===== src/hdl/cfg_serial_map.svh =====
/*
 Constants of the two-wire configuration port: slave address, register
 locations, reset values and bit counts.
 Assumes it is included by bare name by the package and the port module.
*/
`ifndef CFG_SERIAL_MAP_SVH
`define CFG_SERIAL_MAP_SVH

`define CFG_SLAVE_ADDR 7'h10
`define CFG_GENCALL_ADDR 7'h00
`define CFG_LOC_BITS 4
`define CFG_REG_COUNT 16
`define CFG_SYSTEM_CONFIG_IDX 4'h0
`define CFG_DLY_A_IDX 4'h1
`define CFG_DLY_B_IDX 4'h2
`define CFG_SYSTEM_CONFIG_RST 8'h06
`define CFG_DLY_A_RST 8'h00
`define CFG_DLY_B_RST 8'h00
`define CFG_OTHER_RST 8'h00
`define CFG_CELL_LSB 0
`define CFG_CELL_MSB 2
`define CFG_BYTE_BITS 4'h8
`define CFG_RW_READ 1'b1

`endif


===== src/hdl/cfg_serial_pkg.sv =====
/*
 Types of the two-wire configuration port.
 Assumes cfg_serial_map.svh is on the include path.
*/
package cfg_serial_pkg;
   `include "cfg_serial_map.svh"

   typedef enum logic [3:0] {
      IDLE, ADDR, ADDR_ACK, LOC, LOC_ACK, WDATA, WDATA_ACK, RDATA, RDATA_ACK
   } port_state_t;

   // four detection delay codes, one nibble each
   typedef struct packed {
      logic [3:0] overVoltage;
      logic [3:0] underVoltage;
      logic [3:0] overCurrent;
      logic [3:0] shortCircuit;
   } delay_set_t;
endpackage : cfg_serial_pkg


===== src/hdl/config_serial_slave_port.sv =====
/*
 Two-wire slave configuration port with its register array, the cell count
 field and the delay-zero selection of detection delays.
 Assumes the master drives the serial clock; pins arrive asynchronously and
 the bus wires are resolved outside from the output enable.
*/
// Notes on behaviour
// - only the 7-bit address 0010000 is acknowledged, all others are ignored.
// - the port is always a slave and never drives the serial clock.
// - the general call address is neither acknowledged nor acted upon.
// - the location never advances between data bytes.
// - the last location is kept so later reads need not resend it.
// - data and clock use separate pins and data is sampled on clock edges.
// - with delay-zero select low the stored detection delays apply.
// - with delay-zero select high every detection delay is forced to minimum.
// - the serial port works only while delay-zero select is high.
// - the cell count comes from a three-bit field of the system config register.
`timescale 1ns/10ps
`include "cfg_serial_map.svh"

module config_serial_slave_port
   import cfg_serial_pkg::*;
(
   input wire logic clock,
   input wire logic rstn,
   input wire logic serialClockIn,
   input wire logic serialDataPinIn,
   output logic serialDataPinOut,
   output logic serialDataPinOe,
   input wire logic delayZeroSelect,
   output logic [2:0] cellCountSelect,
   output delay_set_t effectiveDelay
);

   logic sclS1_r, sclS2_r, sclS3_r;
   logic sdaS1_r, sdaS2_r, sdaS3_r;
   logic dzsS1_r, dzsS2_r;
   logic sclRise, sclFall, startEv, stopEv, portEn;
   port_state_t state_r;
   logic [3:0] bitCnt_r;
   logic [7:0] shift_r;
   logic [7:0] tx_r;
   logic [`CFG_LOC_BITS-1:0] loc_r;
   logic locValid_r;
   logic rw_r;
   logic masterNack_r;
   logic [7:0] regs_r [`CFG_REG_COUNT];
   logic byteDone, addrHit;
   delay_set_t storedDelay;
   delay_set_t effDelay_r;

   always_ff @(posedge clock or negedge rstn) begin
      if (!rstn) begin
         sclS1_r <= 1'b1;
         sclS2_r <= 1'b1;
         sclS3_r <= 1'b1;
         sdaS1_r <= 1'b1;
         sdaS2_r <= 1'b1;
         sdaS3_r <= 1'b1;
      end else begin
         sclS1_r <= serialClockIn;
         sclS2_r <= sclS1_r;
         sclS3_r <= sclS2_r;
         sdaS1_r <= serialDataPinIn;
         sdaS2_r <= sdaS1_r;
         sdaS3_r <= sdaS2_r;
      end
   end

   always_ff @(posedge clock or negedge rstn) begin
      if (!rstn) begin
         dzsS1_r <= 1'b0;
         dzsS2_r <= 1'b0;
      end else begin
         dzsS1_r <= delayZeroSelect;
         dzsS2_r <= dzsS1_r;
      end
   end

   assign sclRise = sclS2_r & ~sclS3_r;
   assign sclFall = ~sclS2_r & sclS3_r;
   assign startEv = sclS2_r & sclS3_r & ~sdaS2_r & sdaS3_r;
   assign stopEv = sclS2_r & sclS3_r & sdaS2_r & ~sdaS3_r;
   // port open only while select is high
   assign portEn = dzsS2_r;
   assign byteDone = (bitCnt_r == `CFG_BYTE_BITS);
   assign addrHit = (shift_r[7:1] == `CFG_SLAVE_ADDR) &&
                    (shift_r[7:1] != `CFG_GENCALL_ADDR);

   // bit counter and receive shifter, sampled on clock rise
   always_ff @(posedge clock or negedge rstn) begin
      if (!rstn) begin
         bitCnt_r <= 4'h0;
         shift_r <= 8'h00;
      end else if (!portEn || startEv) begin
         bitCnt_r <= 4'h0;
      end else if (sclFall && byteDone) begin
         bitCnt_r <= 4'h0;
      end else if (sclRise && (state_r == ADDR || state_r == LOC ||
                               state_r == WDATA || state_r == RDATA)) begin
         bitCnt_r <= bitCnt_r + 4'h1;
         shift_r <= {shift_r[6:0], sdaS2_r};
      end
   end

   // transaction sequencer, moves on clock fall
   always_ff @(posedge clock or negedge rstn) begin
      if (!rstn) begin
         state_r <= IDLE;
         rw_r <= 1'b0;
      end else if (!portEn) begin
         state_r <= IDLE;
      end else if (startEv) begin
         state_r <= ADDR;
      end else if (stopEv) begin
         state_r <= IDLE;
      end else if (sclFall) begin
         unique case (state_r)
            IDLE: state_r <= IDLE;
            ADDR: begin
               if (byteDone) begin
                  // foreign address drops back to idle
                  state_r <= addrHit ? ADDR_ACK : IDLE;
                  rw_r <= shift_r[0];
               end
            end
            ADDR_ACK: begin
               state_r <= (rw_r == `CFG_RW_READ) ? RDATA : LOC;
            end
            LOC: begin
               if (byteDone)
                  state_r <= LOC_ACK;
            end
            LOC_ACK: state_r <= WDATA;
            WDATA: begin
               if (byteDone)
                  state_r <= WDATA_ACK;
            end
            // next byte goes to the same place
            WDATA_ACK: state_r <= WDATA;
            RDATA: begin
               if (byteDone)
                  state_r <= RDATA_ACK;
            end
            RDATA_ACK: state_r <= masterNack_r ? IDLE : RDATA;
         endcase
      end
   end

   always_ff @(posedge clock or negedge rstn) begin
      if (!rstn) begin
         loc_r <= '0;
         locValid_r <= 1'b0;
      end else if (portEn && sclFall && state_r == LOC && byteDone) begin
         loc_r <= shift_r[`CFG_LOC_BITS-1:0];
         locValid_r <= (shift_r[7:`CFG_LOC_BITS] == '0);
      end
   end

   // master answer after each read byte
   always_ff @(posedge clock or negedge rstn) begin
      if (!rstn)
         masterNack_r <= 1'b0;
      else if (sclRise && state_r == RDATA_ACK)
         masterNack_r <= sdaS2_r;
   end

   // register array; writes go to the held location only
   always_ff @(posedge clock or negedge rstn) begin
      if (!rstn) begin
         for (int i = 0; i < `CFG_REG_COUNT; i++)
            regs_r[i] <= `CFG_OTHER_RST;
         regs_r[`CFG_SYSTEM_CONFIG_IDX] <= `CFG_SYSTEM_CONFIG_RST;
         regs_r[`CFG_DLY_A_IDX] <= `CFG_DLY_A_RST;
         regs_r[`CFG_DLY_B_IDX] <= `CFG_DLY_B_RST;
      end else if (portEn && sclFall && state_r == WDATA && byteDone && locValid_r) begin
         regs_r[loc_r] <= shift_r;
      end
   end

   // transmit shifter, loaded and shifted on clock fall
   always_ff @(posedge clock or negedge rstn) begin
      if (!rstn) begin
         tx_r <= 8'hFF;
      end else if (!portEn || startEv || stopEv) begin
         tx_r <= 8'hFF;
      end else if (sclFall) begin
         if ((state_r == ADDR_ACK && rw_r == `CFG_RW_READ) ||
             (state_r == RDATA_ACK && !masterNack_r))
            tx_r <= locValid_r ? regs_r[loc_r] : 8'h00;
         else if (state_r == RDATA && !byteDone)
            tx_r <= {tx_r[6:0], 1'b1};
         else
            tx_r <= 8'hFF;
      end
   end

   // only the data line is ever pulled; there is no clock output
   assign serialDataPinOut = 1'b0;
   assign serialDataPinOe = (state_r == ADDR_ACK) || (state_r == LOC_ACK) ||
                            (state_r == WDATA_ACK) || (state_r == RDATA && !tx_r[7]);

   assign cellCountSelect = regs_r[`CFG_SYSTEM_CONFIG_IDX][`CFG_CELL_MSB:`CFG_CELL_LSB];
   assign storedDelay = {regs_r[`CFG_DLY_A_IDX], regs_r[`CFG_DLY_B_IDX]};

   always_ff @(posedge clock or negedge rstn) begin
      if (!rstn)
         effDelay_r <= '0;
      else
         effDelay_r <= dzsS2_r ? delay_set_t'('0) : storedDelay;
   end
   assign effectiveDelay = effDelay_r;
endmodule : config_serial_slave_port


===== config.mk =====
export PLATFORM = sky130hd
export DESIGN_NAME = config_serial_slave_port
export DESIGN_NICKNAME = d
export VERILOG_FILES = /design/src/hdl/cfg_serial_pkg.sv /design/src/hdl/config_serial_slave_port.sv
export VERILOG_INCLUDE_DIRS = /design/src /design/src/hdl
export SDC_FILE = /design/constraint.sdc
export NUM_CORES = 1
export LEC_CHECK = 0
export ABC_AREA = 0
export BUFFER_PORTS_ARGS = -buffer_cell sky130_fd_sc_hd__clkbuf_2
export CORE_MARGIN = 2
export CORE_UTILIZATION = 62
export DETAILED_ROUTE_END_ITERATION = 8
export MAX_ROUTING_LAYER = met4
export PLACE_DENSITY = 0.83
export SYNTH_ARGS = -nofsm -noshare
export SYNTH_HDL_FRONTEND = slang
export SYNTH_SLANG_ARGS = --single-unit

===== constraint.sdc =====
create_clock -name clock -period 3 [get_ports clock]
set_input_delay 0.15 -clock clock [delete_from_list [all_inputs] [get_ports clock]]
set_output_delay 0.15 -clock clock [all_outputs]
set_load 0.1 [all_outputs]

==> results.md <==
- Layout cells sized above 1: 37.32%
- CP max stage delay: between 700 and 800 ps
- Maximum clock path buffer count: 2
- Max cap viols: 0
- # IOs: 26
- Clock share of power: between 40% and 50%
- Antenna cells: 0
- Cells after synthesis: around 660
- Critical path's slowest cell: or4_1
- Largest net degree at the start of global routing: just under 90
- GP Congestion: around 0.93
- Initial Util: 62.83%
- PwrDens: around 520 nW/um2
- Outcome: finished, final reports clean
- Iter 0 DRT Violations: around 440
- Total negative slack: 0 ps
- RSZ-0062 raised after global routing: false
- Commonest non-fill, non-tap cell in the layout: dfrtp_1
- WP data arrival: 2820 ps
- Internal power: about 3.9 mW
- Final clock period utilization by the worst path: a little over four fifths
- Remaining Overflow, GRT: 0
- Routed Antenna Nets: 0
- VDD IR max: about 0.4 mV
- Syn_area_per_cell: around 13 um2
- Syn nets: ~670
- Nets@finish: between 600 and 700
- Post-Place Worst Slack: 489.9 ps
- Post-synthesis sequential area ratio: ~53%
- Sw Pwr: 1.044 mW
- Global-route wire length before repair: about 31000 um
- Clock slew at the register clock pins of the worst setup and hold paths: about 60 ps
- # hold bufs at CTS: 4
- Worst-path maximum fanout: 13
- Switch share: a little over a fifth
- Setup-failing EPs final: 0
- Crit path launch type: flip-flop
- Syn. warnings: 0
- Routed WL: 18940 um
- Worst-Skew Late Latency: between 400 and 500 ps
- Leakage: 4.417 nW
- Worst relative slew slack: 44.19%
- CP endpoint kind: flip-flop
- Detailed-route vias per instance: 6.288
- Peak Freq: between 300 and 400 MHz
- Comb power frac: roughly 2.6%
- Slew at the pin with the worst max-slew slack: approximately 830 ps
- H-tree lvl count: 4
- Remaining DRCs: 0
- Synth Register Bits: about 180
- Die area: roughly 15000 um2
- WL/cell: between 20 and 25 um
- CP required: around 3300 ps
- Horiz. Die Dim: about 120 um
- GRT Total Usage: 28.56%
- Fillers: ~960
- Fin Clk Skew: around 10 ps
- Area grow syn2layout: 10.08%
- First drt pass iteration count: 4
- Initial antenna violation count: 0
- Unique masters post-synth: 67
- PortBufs: 24
- Site Rows: between 40 and 50
- Main synth FF type: dfrtp_1
- CP cell instances: nand3b_2 > or4_1 > nor2_4 > mux2_2
- HP Class: input port to flip-flop
- Sequential share of power: 50.5%
- Tmin final: 2503 ps
- # clock sinks: 183
- Die H: 122.1 um
- Vias in the first global route: approximately 5600
- Core Footprint: about 14000 um2
- Via count: between 5000 and 6000
- CTS Root Cell: clkbuf_16
- Most frequent cells in the layout: dfrtp_1, mux2_2, mux2i_1, a22oi_1
- Netlist Area Pre-Place: 8653 um2
- CTS resizes: 0
- Asr flop ratio synth: 100.0%
- PnR worst setup slack: just under 500 ps
- CTS tree: built
- Final hold violation count: 0
- WS Path Type: flip-flop to flip-flop
- Detailed placement HPWL: approximately 12000 um
- Post-synth EDFFs: 0
- TritonCTS Buffers: 17
- Max Slew Vio Count: 0
- Number of setup buffers added after CTS: 0
[layer usage]
layer,global-route usage (%),vias up,share of wire (%)
met5,-,-,0
met4,10.56,0,2.9
met3,5.758,45,4.4
met2,44.27,167,48
met1,37.62,2772,44
li1,-,2411,-
[cells by family after synthesis]
logic type	Yosys count	share of synthesized area, %
muxes	207	26.66
DFF	183	53.15
and+or+nand+nor	112	9.269
AOI/OAI and AO/OA	81	6.608
buffers and inverters	69	3.571
xor gates and xnor gates	4	0.4049
adders and majority gates	2	0.2891
other	1	0.04334
[cell type report]
class | count | area [um2] | share of cell area, %
flip-flops and latches | 183 | 4602 | 48.31
inverters | 16 | 60.06 | 0.6305
clock buffers | 20 | 446.7 | 4.689
multi-input cells | 407 | 3745 | 39.31
well taps | 180 | 225.2 | 2.364
repair buffers | 40 | 269.0 | 2.824
clock inverters | 12 | 177.7 | 1.865
[worst paths after layout]
check / slack, ps / from / end / cells past startpoint
worst max-delay path: 500 / sclS3_r / regs_r[37] / 4
worst min-delay path: 350 / serialClockIn / sclS1_r / 2
worst max register to register: 500 / sclS3_r / regs_r[37] / 4
worst min register to register: 350 / dzsS1_r / dzsS2_r / 0
max in group asynchronous: 1620 / rstn / tx_r[0] / 3
min in group asynchronous: 360 / rstn / regs_r[105] / 2
[critical path, delay by kind of cell, from the launching register on]
family	cells	cell delay, ps
DFF	1	640
muxes	1	370
and+or+nand+nor	3	1380
[state kept, by name, summed over array words and instances (netlist names), 3 cells and up]
signal and flops:
regs_r 125, effectiveDelay 16, shift_r 8, tx_r 8
bitCnt_r 4, loc_r 4, state_r 4, cellCountSelect 3
[power groups by stage]
stage / Clock (mW) / Combinational (mW) / Sequential (mW)
3_3_place_gp: 0 / 0.118 / 2.56
3_5_place_dp: 0 / 0.124 / 2.56
6_report: 2.34 / 0.128 / 2.52
4_1_cts: 2.37 / 0.130 / 2.51
2_1_floorplan: 0 / 0.0684 / 2.54
5_1_grt: 2.48 / 0.144 / 2.52
[cell usage after synthesis (5+ instances only)]
| library cell | number | share of area (%) |
|---|---|---|
| buf_4 | 5 | 0.43 |
| nor2b_1 | 23 | 1.7 |
| mux2i_1 | 61 | 7.1 |
| buf_2 | 13 | 0.75 |
| dfstp_2 | 16 | 4.9 |
| mux2_2 | 136 | 18 |
| mux2_4 | 8 | 1.4 |
| o21ai_0 | 14 | 0.81 |
| a32oi_1 | 8 | 0.81 |
| nand3_1 | 10 | 0.58 |
| a22oi_1 | 31 | 2.7 |
| nand2_1 | 12 | 0.52 |
| a31oi_1 | 9 | 0.65 |
| inv_1 | 16 | 0.69 |
| dfrtp_1 | 167 | 48 |
| nor2_1 | 16 | 0.69 |
| clkbuf_1 | 29 | 1.3 |
[per-stage QoR]
stage / cell area (um2) / utilization, % / hold WS (ps) / cells / total power, mW
finish: 9525 / 69.16 / 347.3 / 858 / 4.982
global placement: 8861 / 64.34 / 237.4 / 822 / 2.677
global route: 9525 / 69.16 / 355.5 / 858 / 5.138
CTS: 9525 / 69.16 / 340.1 / 858 / 5.011
floorplan: 8653 / - / -145.6 / 659 / 2.610
detailed placement: 8861 / 64.34 / 239.2 / 822 / 2.684
Note: power is estimated with default switching activity, not from simulation.
